### src/rtl/crs_map.svh
/*
  Register indices, field positions and reset values of the call/return sequencer.
  Assumes: included by the sequencer and the testbench; definitions only.
*/
`ifndef CRS_MAP_SVH
`define CRS_MAP_SVH

// Register word indices (byte address = index * 4)
`define CRS_R_CMD      5'd0
`define CRS_R_STATUS   5'd1
`define CRS_R_CFG      5'd2
`define CRS_R_IP       5'd3
`define CRS_R_CS       5'd4
`define CRS_R_SS       5'd5
`define CRS_R_FLAGS    5'd6
`define CRS_R_TGT_IP   5'd7
`define CRS_R_TGT_CS   5'd8
`define CRS_R_RET_IMM  5'd9
`define CRS_R_GATE     5'd10
`define CRS_R_GATE_IP  5'd11
`define CRS_R_GATE_CS  5'd12
`define CRS_R_GATE_SS  5'd13
`define CRS_R_GATE_SP  5'd14
`define CRS_R_HOLE     5'd15
`define CRS_R_GPR      5'd16
`define CRS_R_SP       5'd20
`define CRS_NREG       24

// Field positions
`define CRS_ST_BUSY    0
`define CRS_ST_FAULT   1
`define CRS_CFG_S32    0
`define CRS_CFG_CPL    1
`define CRS_GT_VALID   0
`define CRS_GT_DPL     1
`define CRS_GT_LVL     3
`define CRS_GT_CNT     5

// Write masks, reset values and pop-all skip indices
`define CRS_CFG_MASK   32'h0000_0007
`define CRS_GATE_MASK  32'h0000_03FF
`define CRS_IMM_MASK   32'h0000_FFFF
`define CRS_SEL_MASK   32'h0000_FFFF
`define CRS_CFG_RST    32'h0000_0007
`define CRS_SP_IDX     3'd4
`define CRS_SI_IDX     3'd6

`endif

### src/rtl/crs_pkg.sv
/*
  Types of the call/return sequencer: commands, states, micro-steps, stack port.
  Assumes: crs_map.svh on the include path.
*/
package crs_pkg;

  // Commands written to the command register
  typedef enum logic [3:0] {
    OP_NONE             = 4'h0,
    OP_NEAR_CALL        = 4'h1,
    OP_NEAR_RET         = 4'h2,
    OP_FAR_CALL         = 4'h3,
    OP_FAR_RET          = 4'h4,
    OP_PUSH_ALL_GENERAL = 4'h5,
    OP_POP_ALL_GENERAL  = 4'h6,
    OP_PUSH_FLAGS_LOW   = 4'h7,
    OP_PUSH_FLAGS_FULL  = 4'h8,
    OP_POP_FLAGS_LOW    = 4'h9,
    OP_POP_FLAGS_FULL   = 4'hA,
    OP_GATE_CALL        = 4'hB,
    OP_PRIV_RET         = 4'hC
  } crs_op_t;

  typedef enum logic [2:0] {
    ST_IDLE = 3'b001,
    ST_STEP = 3'b010,
    ST_MEM  = 3'b100
  } crs_state_t;

  typedef enum logic [2:0] {
    A_FIN, A_PUSH, A_POP, A_CHK, A_SWITCH, A_COPY, A_SKIP
  } crs_act_t;

  typedef enum logic [3:0] {
    SRC_NONE, SRC_IP, SRC_CS, SRC_SS, SRC_OSP, SRC_GPR, SRC_FLO, SRC_FFULL,
    SRC_TIP, SRC_TCS, SRC_TSP, SRC_TSS
  } crs_src_t;

  typedef struct packed {
    crs_act_t act;
    crs_src_t src;
  } crs_micro_t;

  // Request to stack memory, held until acknowledged
  typedef struct packed {
    logic        req;
    logic        we;
    logic [15:0] sel;
    logic [31:0] addr;
    logic [31:0] wdata;
    logic        dword;
  } crs_stk_req_t;

endpackage : crs_pkg

### src/rtl/crs_call_return_sequencer.sv
/*
  Call/return sequencer: walks call, return, register save/restore and
  gate-call sequences against stack memory, under Avalon-MM control.
  Assumes: stack memory on clk_sys_i answering each request with stk_ack_i;
  software loads operands, then writes a command while the block is idle.
*/
// Function
// - Near call pushes the instruction pointer, then jumps to the target.
// - Near return pops the instruction pointer, releases operand bytes, resumes.
// - Far call pushes code selector then pointer, then loads both targets.
// - Far return pops pointer then selector, releases operand bytes, resumes.
// - Return operand bytes are added to the stack pointer; zero releases nothing.
// - Near call keeps the code selector; far call changes it.
// - Calls push only linkage values, never general registers or flags; the gate call also pushes copied parameters.
// - Push-all order: accumulator, count, data, base, old stack pointer, frame, source, dest.
// - Pop-all reloads in reverse order, skipping the stack pointer and source index values.
// - Short flags push stores low word; full push stores whole flags.
// - Short flags pop loads low word; full pop loads whole flags.
// - Four privilege levels 0..3; larger number means less privilege.
// - Reaching more privileged code without gate or rights raises protection fault.
// - Gate supplies rights, code selector, entry offset and new stack selector.
// - Gate call: push linkage, check, switch stack, copy old stack, copy parameters.
// - Then copy caller selector and pointer, load entry, begin execution.
// - Parameter copy count comes from the gate count field.
// - Privileged return: pop linkage and stack, check, release, resume.
// - Push decrements then writes; pop reads then increments.
// - Stack steps by 2 or 4 bytes; short values zero-extended on wide stack.
`timescale 1ns/1ps
`include "crs_map.svh"

module crs_call_return_sequencer #(
  parameter int unsigned MAX_PARAMS = 31
) (
  input  wire logic                  clk_sys_i,          // Core clock, 10 MHz
  input  wire logic                  rst_n_i,            // Synchronous reset, active low
  input  wire logic [6:0]            avs_address_i,      // Byte address
  input  wire logic                  avs_read_i,         // Read request
  input  wire logic                  avs_write_i,        // Write request
  input  wire logic [31:0]           avs_writedata_i,    // Write data
  input  wire logic [3:0]            avs_byteenable_i,   // Byte lanes
  output logic [31:0]                avs_readdata_o,     // Read data
  output logic                       avs_waitrequest_o,  // Stall
  output logic [1:0]                 avs_response_o,     // OKAY or SLVERR
  output crs_pkg::crs_stk_req_t      stk_o,              // Stack memory request
  input  wire logic [31:0]           stk_rdata_i,        // Stack read data
  input  wire logic                  stk_ack_i,          // Stack request done
  output logic                       protection_fault_o  // Fault pulse
);
  import crs_pkg::*;

  //--------------------------------------------------------------
  // Elaboration checks and storage
  //--------------------------------------------------------------
  generate
    if (MAX_PARAMS < 1 || MAX_PARAMS > 31) begin : g_bad_param
      $error("MAX_PARAMS must be 1..31");
    end
  endgenerate

  logic [31:0]  rf_q [0:`CRS_NREG-1];
  crs_state_t   st_q;
  crs_op_t      op_q;
  logic [3:0]   step_q;
  logic [4:0]   cp_q;
  logic         cp_rd_q;
  logic [31:0]  wsp_q;
  logic [15:0]  wss_q;
  logic [31:0]  tip_q, tcs_q, tsp_q, tss_q, tmp_q;
  crs_stk_req_t stk_q;
  logic         fault_q, fault_pls_q, resp_q;
  logic [31:0]  rdata_q;
  logic [1:0]   rsp_q;

  //--------------------------------------------------------------
  // Helpers
  //--------------------------------------------------------------
  // A 16-bit stack wraps inside the low half and keeps the upper half
  function automatic logic [31:0] sp_add(input logic [31:0] sp, input logic [31:0] d,
                                         input logic w32);
    sp_add = w32 ? sp + d : {sp[31:16], sp[15:0] + d[15:0]};
  endfunction : sp_add

  function automatic logic [31:0] be_merge(input logic [31:0] o, input logic [31:0] n,
                                           input logic [3:0] be);
    for (int i = 0; i < 4; i++) begin
      be_merge[8*i +: 8] = be[i] ? n[8*i +: 8] : o[8*i +: 8];
    end
  endfunction : be_merge

  function automatic logic [31:0] wr_mask(input logic [4:0] i);
    case (i)
      `CRS_R_CFG:     wr_mask = `CRS_CFG_MASK;
      `CRS_R_GATE:    wr_mask = `CRS_GATE_MASK;
      `CRS_R_RET_IMM: wr_mask = `CRS_IMM_MASK;
      `CRS_R_CS, `CRS_R_SS, `CRS_R_TGT_CS, `CRS_R_GATE_CS, `CRS_R_GATE_SS:
        wr_mask = `CRS_SEL_MASK;
      default:        wr_mask = 32'hFFFF_FFFF;
    endcase
  endfunction : wr_mask

  // Micro-step table: only linkage values are listed for calls, plus the parameter copy step of the gate call
  function automatic crs_micro_t micro(input crs_op_t op, input logic [3:0] s);
    micro = '{A_FIN, SRC_NONE};
    case (op)
      OP_NEAR_CALL:        if (s == 4'd0) micro = '{A_PUSH, SRC_IP};
      OP_NEAR_RET:         if (s == 4'd0) micro = '{A_POP, SRC_TIP};
      OP_FAR_CALL: begin
        case (s)
          4'd0:    micro = '{A_CHK, SRC_NONE};
          4'd1:    micro = '{A_PUSH, SRC_CS};
          4'd2:    micro = '{A_PUSH, SRC_IP};
          default: micro = '{A_FIN, SRC_NONE};
        endcase
      end
      OP_FAR_RET: begin
        case (s)
          4'd0:    micro = '{A_POP, SRC_TIP};
          4'd1:    micro = '{A_POP, SRC_TCS};
          4'd2:    micro = '{A_CHK, SRC_NONE};
          default: micro = '{A_FIN, SRC_NONE};
        endcase
      end
      OP_PUSH_ALL_GENERAL: if (s < 4'd8) micro = '{A_PUSH, SRC_GPR};
      OP_POP_ALL_GENERAL:  if (s < 4'd8) micro = '{A_POP, SRC_GPR};
      OP_PUSH_FLAGS_LOW:   if (s == 4'd0) micro = '{A_PUSH, SRC_FLO};
      OP_PUSH_FLAGS_FULL:  if (s == 4'd0) micro = '{A_PUSH, SRC_FFULL};
      OP_POP_FLAGS_LOW:    if (s == 4'd0) micro = '{A_POP, SRC_FLO};
      OP_POP_FLAGS_FULL:   if (s == 4'd0) micro = '{A_POP, SRC_FFULL};
      OP_GATE_CALL: begin
        case (s)
          4'd0:    micro = '{A_PUSH, SRC_CS};
          4'd1:    micro = '{A_PUSH, SRC_IP};
          4'd2:    micro = '{A_CHK, SRC_NONE};
          4'd3:    micro = '{A_SWITCH, SRC_NONE};
          4'd4:    micro = '{A_PUSH, SRC_SS};
          4'd5:    micro = '{A_PUSH, SRC_OSP};
          4'd6:    micro = '{A_COPY, SRC_NONE};
          4'd7:    micro = '{A_PUSH, SRC_CS};
          4'd8:    micro = '{A_PUSH, SRC_IP};
          default: micro = '{A_FIN, SRC_NONE};
        endcase
      end
      OP_PRIV_RET: begin
        case (s)
          4'd0:    micro = '{A_POP, SRC_TIP};
          4'd1:    micro = '{A_POP, SRC_TCS};
          4'd2:    micro = '{A_SKIP, SRC_NONE};
          4'd3:    micro = '{A_POP, SRC_TSP};
          4'd4:    micro = '{A_POP, SRC_TSS};
          4'd5:    micro = '{A_CHK, SRC_NONE};
          default: micro = '{A_FIN, SRC_NONE};
        endcase
      end
      default:             micro = '{A_FIN, SRC_NONE};
    endcase
  endfunction : micro

  //--------------------------------------------------------------
  // Decoded fields
  //--------------------------------------------------------------
  logic [4:0]  idx;
  logic        mapped, busy, wr_take, start, s32;
  logic [1:0]  cpl, g_dpl, g_lvl;
  logic [4:0]  n_par;
  crs_micro_t  mu;
  logic        dw, chk_ok, chk_fail, fin, pop_done;
  logic [31:0] isz, psp, pv, rtn_sp;
  logic [2:0]  gidx;

  assign idx      = avs_address_i[6:2];
  assign mapped   = (idx < 5'(`CRS_NREG)) && (idx != `CRS_R_HOLE);
  assign busy     = (st_q != ST_IDLE);
  assign wr_take  = avs_write_i && resp_q;
  assign start    = wr_take && !busy && (idx == `CRS_R_CMD) && avs_byteenable_i[0]
                    && (avs_writedata_i[3:0] != 4'h0) && (avs_writedata_i[3:0] <= 4'hC);
  assign s32      = rf_q[`CRS_R_CFG][`CRS_CFG_S32];
  assign cpl      = rf_q[`CRS_R_CFG][`CRS_CFG_CPL +: 2];
  assign g_dpl    = rf_q[`CRS_R_GATE][`CRS_GT_DPL +: 2];
  assign g_lvl    = rf_q[`CRS_R_GATE][`CRS_GT_LVL +: 2];
  // Count clipped to what the copy counter can serve
  assign n_par    = (rf_q[`CRS_R_GATE][`CRS_GT_CNT +: 5] > 5'(MAX_PARAMS)) ?
                    5'(MAX_PARAMS) : rf_q[`CRS_R_GATE][`CRS_GT_CNT +: 5];
  assign mu       = micro(op_q, step_q);
  assign dw       = s32 || (mu.src == SRC_FFULL);
  assign isz      = dw ? 32'd4 : 32'd2;
  assign psp      = sp_add(wsp_q, 32'd0 - isz, s32);
  assign gidx     = (op_q == OP_POP_ALL_GENERAL) ? 3'd7 - step_q[2:0] : step_q[2:0];
  assign fin      = (st_q == ST_STEP) && (mu.act == A_FIN);
  assign pop_done = (st_q == ST_MEM) && stk_ack_i && !stk_q.we && (mu.act == A_POP);

  // Privilege checks; larger level number is less privileged
  always_comb begin
    case (op_q)
      OP_FAR_CALL:  chk_ok = rf_q[`CRS_R_TGT_CS][1:0] >= cpl;
      OP_FAR_RET:   chk_ok = tcs_q[1:0] >= cpl;
      OP_GATE_CALL: chk_ok = rf_q[`CRS_R_GATE][`CRS_GT_VALID]
                             && (cpl <= g_dpl) && (g_lvl < cpl);
      OP_PRIV_RET:  chk_ok = tcs_q[1:0] > cpl;
      default:      chk_ok = 1'b1;
    endcase
  end
  assign chk_fail = (st_q == ST_STEP) && (mu.act == A_CHK) && !chk_ok;

  // Push data; short values land zero-extended on a wide stack
  always_comb begin
    case (mu.src)
      SRC_IP:    pv = rf_q[`CRS_R_IP];
      SRC_CS:    pv = rf_q[`CRS_R_CS];
      SRC_SS:    pv = rf_q[`CRS_R_SS];
      SRC_OSP:   pv = rf_q[`CRS_R_SP];
      SRC_GPR:   pv = rf_q[5'(`CRS_R_GPR + {2'b00, gidx})];
      SRC_FLO:   pv = {16'h0000, rf_q[`CRS_R_FLAGS][15:0]};
      SRC_FFULL: pv = rf_q[`CRS_R_FLAGS];
      default:   pv = tmp_q;
    endcase
  end

  // Release applied last, on whichever stack is then current
  assign rtn_sp = sp_add((op_q == OP_PRIV_RET) ? tsp_q : wsp_q,
                         rf_q[`CRS_R_RET_IMM] & `CRS_IMM_MASK, s32);

  //--------------------------------------------------------------
  // Sequencer
  //--------------------------------------------------------------
  // Working pointer and selector keep the committed ones untouched until the end
  always_ff @(posedge clk_sys_i) begin
    if (!rst_n_i) begin
      st_q    <= ST_IDLE;
      op_q    <= OP_NONE;
      step_q  <= 4'h0;
      cp_q    <= 5'h00;
      cp_rd_q <= 1'b1;
      wsp_q   <= 32'h0000_0000;
      wss_q   <= 16'h0000;
      stk_q   <= '0;
    end else begin
      case (st_q)
        ST_IDLE: begin
          if (start) begin
            op_q    <= crs_op_t'(avs_writedata_i[3:0]);
            step_q  <= 4'h0;
            cp_q    <= 5'h00;
            cp_rd_q <= 1'b1;
            wsp_q   <= rf_q[`CRS_R_SP];
            wss_q   <= rf_q[`CRS_R_SS][15:0];
            st_q    <= ST_STEP;
          end
        end
        ST_STEP: begin
          case (mu.act)
            A_PUSH: begin
              // A 2-byte item carries nothing above its low half
              stk_q <= '{1'b1, 1'b1, wss_q, psp, dw ? pv : {16'h0000, pv[15:0]}, dw};
              wsp_q <= psp;
              st_q  <= ST_MEM;
            end
            A_POP: begin
              stk_q <= '{1'b1, 1'b0, wss_q, wsp_q, 32'h0000_0000, dw};
              wsp_q <= sp_add(wsp_q, isz, s32);
              st_q  <= ST_MEM;
            end
            A_CHK: begin
              if (chk_ok) begin
                step_q <= step_q + 4'h1;
              end else begin
                st_q <= ST_IDLE;
              end
            end
            A_SWITCH: begin
              wsp_q  <= rf_q[`CRS_R_GATE_SP];
              wss_q  <= rf_q[`CRS_R_GATE_SS][15:0];
              step_q <= step_q + 4'h1;
            end
            A_SKIP: begin
              wsp_q  <= sp_add(wsp_q, {27'h0, n_par} * isz, s32);
              step_q <= step_q + 4'h1;
            end
            A_COPY: begin
              if (cp_q == n_par) begin
                step_q <= step_q + 4'h1;
              end else if (cp_rd_q) begin
                // Deepest parameter first keeps the caller's order on the new stack
                stk_q <= '{1'b1, 1'b0, rf_q[`CRS_R_SS][15:0],
                           sp_add(rf_q[`CRS_R_SP], {27'h0, 5'(n_par - cp_q - 5'h01)} * isz, s32),
                           32'h0000_0000, s32};
                st_q  <= ST_MEM;
              end else begin
                stk_q <= '{1'b1, 1'b1, wss_q, psp, s32 ? tmp_q : {16'h0000, tmp_q[15:0]}, s32};
                wsp_q <= psp;
                st_q  <= ST_MEM;
              end
            end
            default: st_q <= ST_IDLE;
          endcase
        end
        ST_MEM: begin
          if (stk_ack_i) begin
            stk_q.req <= 1'b0;
            st_q      <= ST_STEP;
            if (mu.act == A_COPY) begin
              cp_rd_q <= !cp_rd_q;
              if (!cp_rd_q) begin
                cp_q <= cp_q + 5'h01;
              end
            end else begin
              step_q <= step_q + 4'h1;
            end
          end
        end
        default: st_q <= ST_IDLE;
      endcase
    end
  end

  // Popped linkage and copied parameter held aside until commit
  always_ff @(posedge clk_sys_i) begin
    if (!rst_n_i) begin
      tip_q <= 32'h0000_0000;
      tcs_q <= 32'h0000_0000;
      tsp_q <= 32'h0000_0000;
      tss_q <= 32'h0000_0000;
      tmp_q <= 32'h0000_0000;
    end else begin
      if (pop_done && mu.src == SRC_TIP) tip_q <= stk_rdata_i;
      if (pop_done && mu.src == SRC_TCS) tcs_q <= stk_rdata_i & `CRS_SEL_MASK;
      if (pop_done && mu.src == SRC_TSP) tsp_q <= stk_rdata_i;
      if (pop_done && mu.src == SRC_TSS) tss_q <= stk_rdata_i & `CRS_SEL_MASK;
      if (st_q == ST_MEM && stk_ack_i && mu.act == A_COPY && cp_rd_q) tmp_q <= stk_rdata_i;
    end
  end

  //--------------------------------------------------------------
  // Register file: bus writes, pops and commit
  //--------------------------------------------------------------
  // Bus writes are ignored while busy so operands cannot shift mid-sequence
  always_ff @(posedge clk_sys_i) begin
    if (!rst_n_i) begin
      for (int i = 0; i < `CRS_NREG; i++) begin
        rf_q[i] <= 32'h0000_0000;
      end
      rf_q[`CRS_R_CFG] <= `CRS_CFG_RST;
    end else begin
      if (wr_take && !busy && mapped && idx != `CRS_R_STATUS) begin
        rf_q[idx] <= be_merge(rf_q[idx], avs_writedata_i, avs_byteenable_i) & wr_mask(idx);
      end
      if (pop_done && mu.src == SRC_GPR && gidx != `CRS_SI_IDX && gidx != `CRS_SP_IDX) begin
        rf_q[5'(`CRS_R_GPR + {2'b00, gidx})] <= stk_rdata_i;
      end
      if (pop_done && mu.src == SRC_FLO) begin
        rf_q[`CRS_R_FLAGS][15:0] <= stk_rdata_i[15:0];
      end
      if (pop_done && mu.src == SRC_FFULL) begin
        rf_q[`CRS_R_FLAGS] <= stk_rdata_i;
      end
      if (fin) begin
        case (op_q)
          OP_NEAR_CALL: begin
            rf_q[`CRS_R_IP] <= rf_q[`CRS_R_TGT_IP];
            rf_q[`CRS_R_SP] <= wsp_q;
          end
          OP_FAR_CALL: begin
            rf_q[`CRS_R_CS] <= rf_q[`CRS_R_TGT_CS];
            rf_q[`CRS_R_IP] <= rf_q[`CRS_R_TGT_IP];
            rf_q[`CRS_R_SP] <= wsp_q;
          end
          OP_NEAR_RET: begin
            rf_q[`CRS_R_IP] <= tip_q;
            rf_q[`CRS_R_SP] <= rtn_sp;
          end
          OP_FAR_RET: begin
            rf_q[`CRS_R_IP] <= tip_q;
            rf_q[`CRS_R_CS] <= tcs_q;
            rf_q[`CRS_R_SP] <= rtn_sp;
          end
          OP_GATE_CALL: begin
            rf_q[`CRS_R_IP] <= rf_q[`CRS_R_GATE_IP];
            rf_q[`CRS_R_CS] <= rf_q[`CRS_R_GATE_CS];
            rf_q[`CRS_R_SS] <= rf_q[`CRS_R_GATE_SS];
            rf_q[`CRS_R_SP] <= wsp_q;
            rf_q[`CRS_R_CFG][`CRS_CFG_CPL +: 2] <= g_lvl;
          end
          OP_PRIV_RET: begin
            rf_q[`CRS_R_IP] <= tip_q;
            rf_q[`CRS_R_CS] <= tcs_q;
            rf_q[`CRS_R_SS] <= tss_q;
            rf_q[`CRS_R_SP] <= rtn_sp;
            rf_q[`CRS_R_CFG][`CRS_CFG_CPL +: 2] <= tcs_q[1:0];
          end
          default: rf_q[`CRS_R_SP] <= wsp_q;
        endcase
      end
      if (start) begin
        rf_q[`CRS_R_CMD] <= {28'h0, avs_writedata_i[3:0]};
      end
    end
  end

  //--------------------------------------------------------------
  // Fault flag and pulse
  //--------------------------------------------------------------
  // A new fault wins over a clear in the same cycle
  always_ff @(posedge clk_sys_i) begin
    if (!rst_n_i) begin
      fault_q     <= 1'b0;
      fault_pls_q <= 1'b0;
    end else begin
      fault_pls_q <= chk_fail;
      fault_q     <= chk_fail || (fault_q && !(wr_take && idx == `CRS_R_STATUS
                     && avs_byteenable_i[0] && avs_writedata_i[`CRS_ST_FAULT]));
    end
  end

  //--------------------------------------------------------------
  // Avalon-MM slave: one wait cycle per access
  //--------------------------------------------------------------
  always_ff @(posedge clk_sys_i) begin
    if (!rst_n_i) begin
      resp_q  <= 1'b0;
      rdata_q <= 32'h0000_0000;
      rsp_q   <= 2'b00;
    end else begin
      resp_q <= (avs_read_i || avs_write_i) && !resp_q;
      if ((avs_read_i || avs_write_i) && !resp_q) begin
        rsp_q <= mapped ? 2'b00 : 2'b10;
        if (!mapped || !avs_read_i) begin
          rdata_q <= 32'h0000_0000;
        end else if (idx == `CRS_R_STATUS) begin
          rdata_q <= {30'h0, fault_q, busy};
        end else begin
          rdata_q <= rf_q[idx];
        end
      end
    end
  end

  assign avs_waitrequest_o  = (avs_read_i || avs_write_i) && !resp_q;
  assign avs_readdata_o     = rdata_q;
  assign avs_response_o     = rsp_q;
  assign stk_o              = stk_q;
  assign protection_fault_o = fault_pls_q;

endmodule : crs_call_return_sequencer

### config.mk
export PLATFORM = sky130hd
export DESIGN_NAME = crs_call_return_sequencer
export DESIGN_NICKNAME = d
export VERILOG_FILES = /design/src/rtl/crs_pkg.sv /design/src/rtl/crs_call_return_sequencer.sv
export VERILOG_INCLUDE_DIRS = /design/src /design/src/rtl
export SDC_FILE = /design/constraint.sdc
export NUM_CORES = 2
export LEC_CHECK = 0
export BUFFER_PORTS_ARGS = -buffer_cell sky130_fd_sc_hd__buf_4
export CORE_ASPECT_RATIO = 0.6
export CORE_UTILIZATION = 25
export CTS_CLUSTER_DIAMETER = 200
export DETAILED_ROUTE_END_ITERATION = 16
export SLEW_MARGIN = 20
export SYNTH_ARGS = -nofsm -noshare
export SYNTH_HDL_FRONTEND = slang
export SYNTH_SLANG_ARGS = --single-unit
### constraint.sdc
create_clock -name clk_sys_i -period 13.7 [get_ports clk_sys_i]
set_input_delay 4.11 -clock clk_sys_i [delete_from_list [all_inputs] [get_ports clk_sys_i]]
set_output_delay 4.11 -clock clk_sys_i [all_outputs]
set_load 0.005 [all_outputs]
==> summary.md <==
| Metric | Value |
|---|---|
| Status | `finished clean` |
| Crit-path cells | `buf_4, nor2_1, or2_2, inv_1, buf_4` |
| Dpl hpwl | `187600 um` |
| Yosys cell types | `104` |
| Vias in the first global route | `49480` |
| Syn. warnings | `0` |
| Crit path largest cell delay | `330 ps` |
| # rows | `146` |
| Leakage | `27.19 nW` |
| Cell area after placement | `73990 um2` |
| Power Total | `8.951 mW` |
| Crit end category | `output pin` |
| Root Driver | `clkbuf_16` |
| Nets | `6177` |
| Overall Global Routing Usage | `19.70%` |
| Port Buffers | `195` |
| Drt total wl | `274100 um` |
| Peak VDD IR | `0.0001017 V` |
| Synth Area in Simple Gates | `11.69%` |
| Clock Skew | `59.67 ps` |
| Crit Path Category | `input pin to output pin` |
| Compound-Gate Fraction of Synth Area | `11.74%` |
| CTS buffer count | `113` |
| Largest net degree at the start of global routing | `117` |
| Synth Flop Type | `edfxtp_1` |
| Max-cap check violation count | `0` |
| Grt ovf | `0` |
| Wire per inst | `28.28 um` |
| WL met2 | `113400 um` |
| Vias | `52940` |
| Worst r2r src | `op_q[3]` |
| Worst relative slew slack | `16.46%` |
| Family with the most delay on the worst path | `buffers and inverters` |
| Fmax | `0.1088 GHz` |
| R2R setup slack | `6400 ps` |
| Worst reg2reg endpoint | `stk_o[62]` |
| Area leader, netlist | `edfxtp_1` |
| Critical Path End | `avs_waitrequest_o` |
| CP bufs+invs | `3` |
| Pre-antenna DRT Iters | `9` |
| Xor/xnor cell area share of the yosys netlist | `1.560%` |
| Post-route DRC | `0` |
| Synth top area share | `46.04%` |
| M1 WL | `109300 um` |
| CTS tree | `yes` |
| Full die area | `269300 um2` |
| Type of origin of the critical path | `input pin` |
| CP startpoint | `avs_write_i` |
| Crit-path max FO | `3` |
| Share of layout cells above drive strength 1 | `17.56%` |
| Max Slew Vio Count | `0` |
| Mux cell area share after synthesis | `14.71%` |
| Minimum clock period | `9193 ps` |
| Num Clock Sinks | `1342` |
| Min Hold Slack | `456.3 ps` |
| Vias per cell | `5.462` |
| Post-CTS Hold Buffers | `0` |
| Synth async-reset ratio | `0%` |
| Die Y | `402.4 um` |
| Clk Latency, worst-skew pair | `780 ps` |
| Post-CTS Setup Bufs | `0` |
| Cell depth of the worst setup path | `5` |
| TNS Setup | `0 ps` |
| # H-tree levels | `3` |
| Slew @ Worst Pin | `1248 ps` |
| Synth Cell Area | `66790 um2` |
| Final setup fails | `0` |
| RSZ-0062 raised after global routing | `false` |
| Required time worst endpoint | `9590 ps` |
| Synth Instances | `5598` |
| Final ANT Viol Nets | `0` |
| RD Place Congestion | `1.008` |
| Sequential area share after synthesis | `55.57%` |
| Post-Synth Adder-Cell Area | `1.218%` |
| Tcrit/Tclk final | `67.10%` |
| First-pass GRT wire length | `379500 um` |
| Filler cell count | `26820` |
| Largest cells by area after synthesis | `edfxtp_1 46%, mux4_2 13%, dfxtp_1 9.5%, nor2_1 4.2%, nand2_1 3.9%` |
| Ports | `199` |
| Final Instance Area | `77830 um2` |
| Initial antenna violation count | `19` |
| WP data arrival | `5080 ps` |
| Syn Area/Cell | `11.93 um2` |
| Post-cts resize count | `0` |
| Chip width | `669.3 um` |
| Largest family of logic cells by synthesized area | `multiplexers` |
| Met3 wire len | `41340 um` |
| Pwr/cell area | `115.0 nW/um2` |
| Clk slew on worst S/H paths | `70 ps` |
| Core area | `264700 um2` |
| Worst path slowest cell | `inv_1` |
| Final hold vios | `0` |
| Longest Clk Path Bufs | `3` |
| Initial Util | `25.23%` |
| Cell seen most often among critical-path stages | `buf_4` |
| Area grow syn2layout | `16.54%` |
| Yosys reg bits | `1342` |
| 1st-iter DRT viols | `9650` |
| Post-synth EDFFs | `1024` |
| Cells on worst reg2reg path | `18` |
| Hold Crit Class | `register to register` |
| Top sig layer | `met5` |
power breakdown:
part / switching [mW] / total (mW) / internal (mW) / leakage, nW
registers: 0.0966 / 4.68 / 4.58 / 13.0
logic: 0.527 / 0.814 / 0.287 / 12.4
clock network: 1.66 / 3.46 / 1.80 / 1.84
placed cells by master (no fill, tap or decap), drive strengths merged, types with 30 or more instances in the layout:
cell       n
ha        57
edfxtp  1024
nor3      77
a21o      33
mux2i    102
a311oi    39
o21ai    253
conb     439
inv       77
xnor2     82
nand3     64
and2      30
a21oi    398
clkinv    36
a22oi     35
o22ai     55
dfxtp    318
clkbuf   157
nand2    688
nor2     754
mux4     384
o221ai    51
xor2      37
a222oi    68
o22a      30
buf      374
cell families (layout without fill, tap and decap cells):
kind of cell             after synthesis  after routing
AND/OR/NAND/NOR                     1815           1815
other                                  1            444
flip-flops                          1342           1342
adder cells (fa/ha/maj)               62             62
buffers and inverters                564            663
multiplexers                         500            500
AO/OA/AOI/OAI                       1195           1195
XOR/XNOR                             119            119
layer usage:
| layer | up-vias | GRT usage (%) |
|---|---|---|
| met4 | 6 | 5.925 |
| met1 | 26570 | 28.23 |
| met3 | 526 | 6.231 |
| li1 | 21630 | - |
| met5 | - | 0 |
| met2 | 4214 | 28.17 |
worst min-delay path by stage:
| stage | start | endpoint | slack, ps | cells past startpoint |
|---|---|---|---|---|
| 2_1_floorplan | tip_q[0] | tip_q[0] | 440 | 2 |
| 3_3_place_gp | tmp_q[2] | tmp_q[2] | 440 | 2 |
| 3_5_place_dp | tmp_q[27] | tmp_q[27] | 450 | 2 |
| 4_1_cts | tmp_q[27] | tmp_q[27] | 460 | 2 |
| 5_1_grt | avs_readdata_o[0] | avs_readdata_o[0] | 470 | 2 |
| 6_report | tmp_q[27] | tmp_q[27] | 460 | 2 |
flip-flops by register name, indices dropped and copies added (netlist names), named ones only:
name and cells:
avs_readdata_o 32, tss_q 16, op_q 4, st_q 3, protection_fault_o 1, tsp_q 32, stk_o 83, cp_rd_q 1
wss_q 16, avs_response_o 1, tcs_q 16, rf_q 1024, tmp_q 32, step_q 4, cp_q 5, resp_q 1
tip_q 32, fault_q 1, wsp_q 32
synthesized netlist by cell type (all sizes together), types with 39 or more instances:
cell type	count
buf	199
ha	57
nand3	64
mux2i	102
inv	73
nand2	688
nor3	77
a21oi	398
clkbuf	291
o21ai	253
nor2	754
o22ai	55
a311oi	39
edfxtp	1024
xnor2	82
a222oi	68
mux4	384
dfxtp	318
o221ai	51
tightest hold or removal path, delay by kind of cell, from the launching register on:
kind,cells,cell delay [ps]
compound gates,1,50
flops,1,310
simple gates,1,50
per-stage QoR:
step                util, %  std cells  setup slack [ps]
floorplan                 -       6036              4955
global placement      27.95       9472              4256
detailed placement    27.95       9472              4143
CTS                   29.39       9687              4384
global route          29.40       9687              4448
finish                29.41       9692              4507
layout make-up:
class	count	area [um2]	area share, %
diodes	5	12.51	0.01608
clock buffers	157	3193	4.102
clock inverters	58	621.8	0.7989
inverters	74	285.3	0.3665
multi-input cells	4130	29300	37.65
flip-flops and latches	1342	37120	47.69
well taps	3552	4444	5.710
repair buffers	374	2860	3.675
Power figures use the tool's default switching activity.
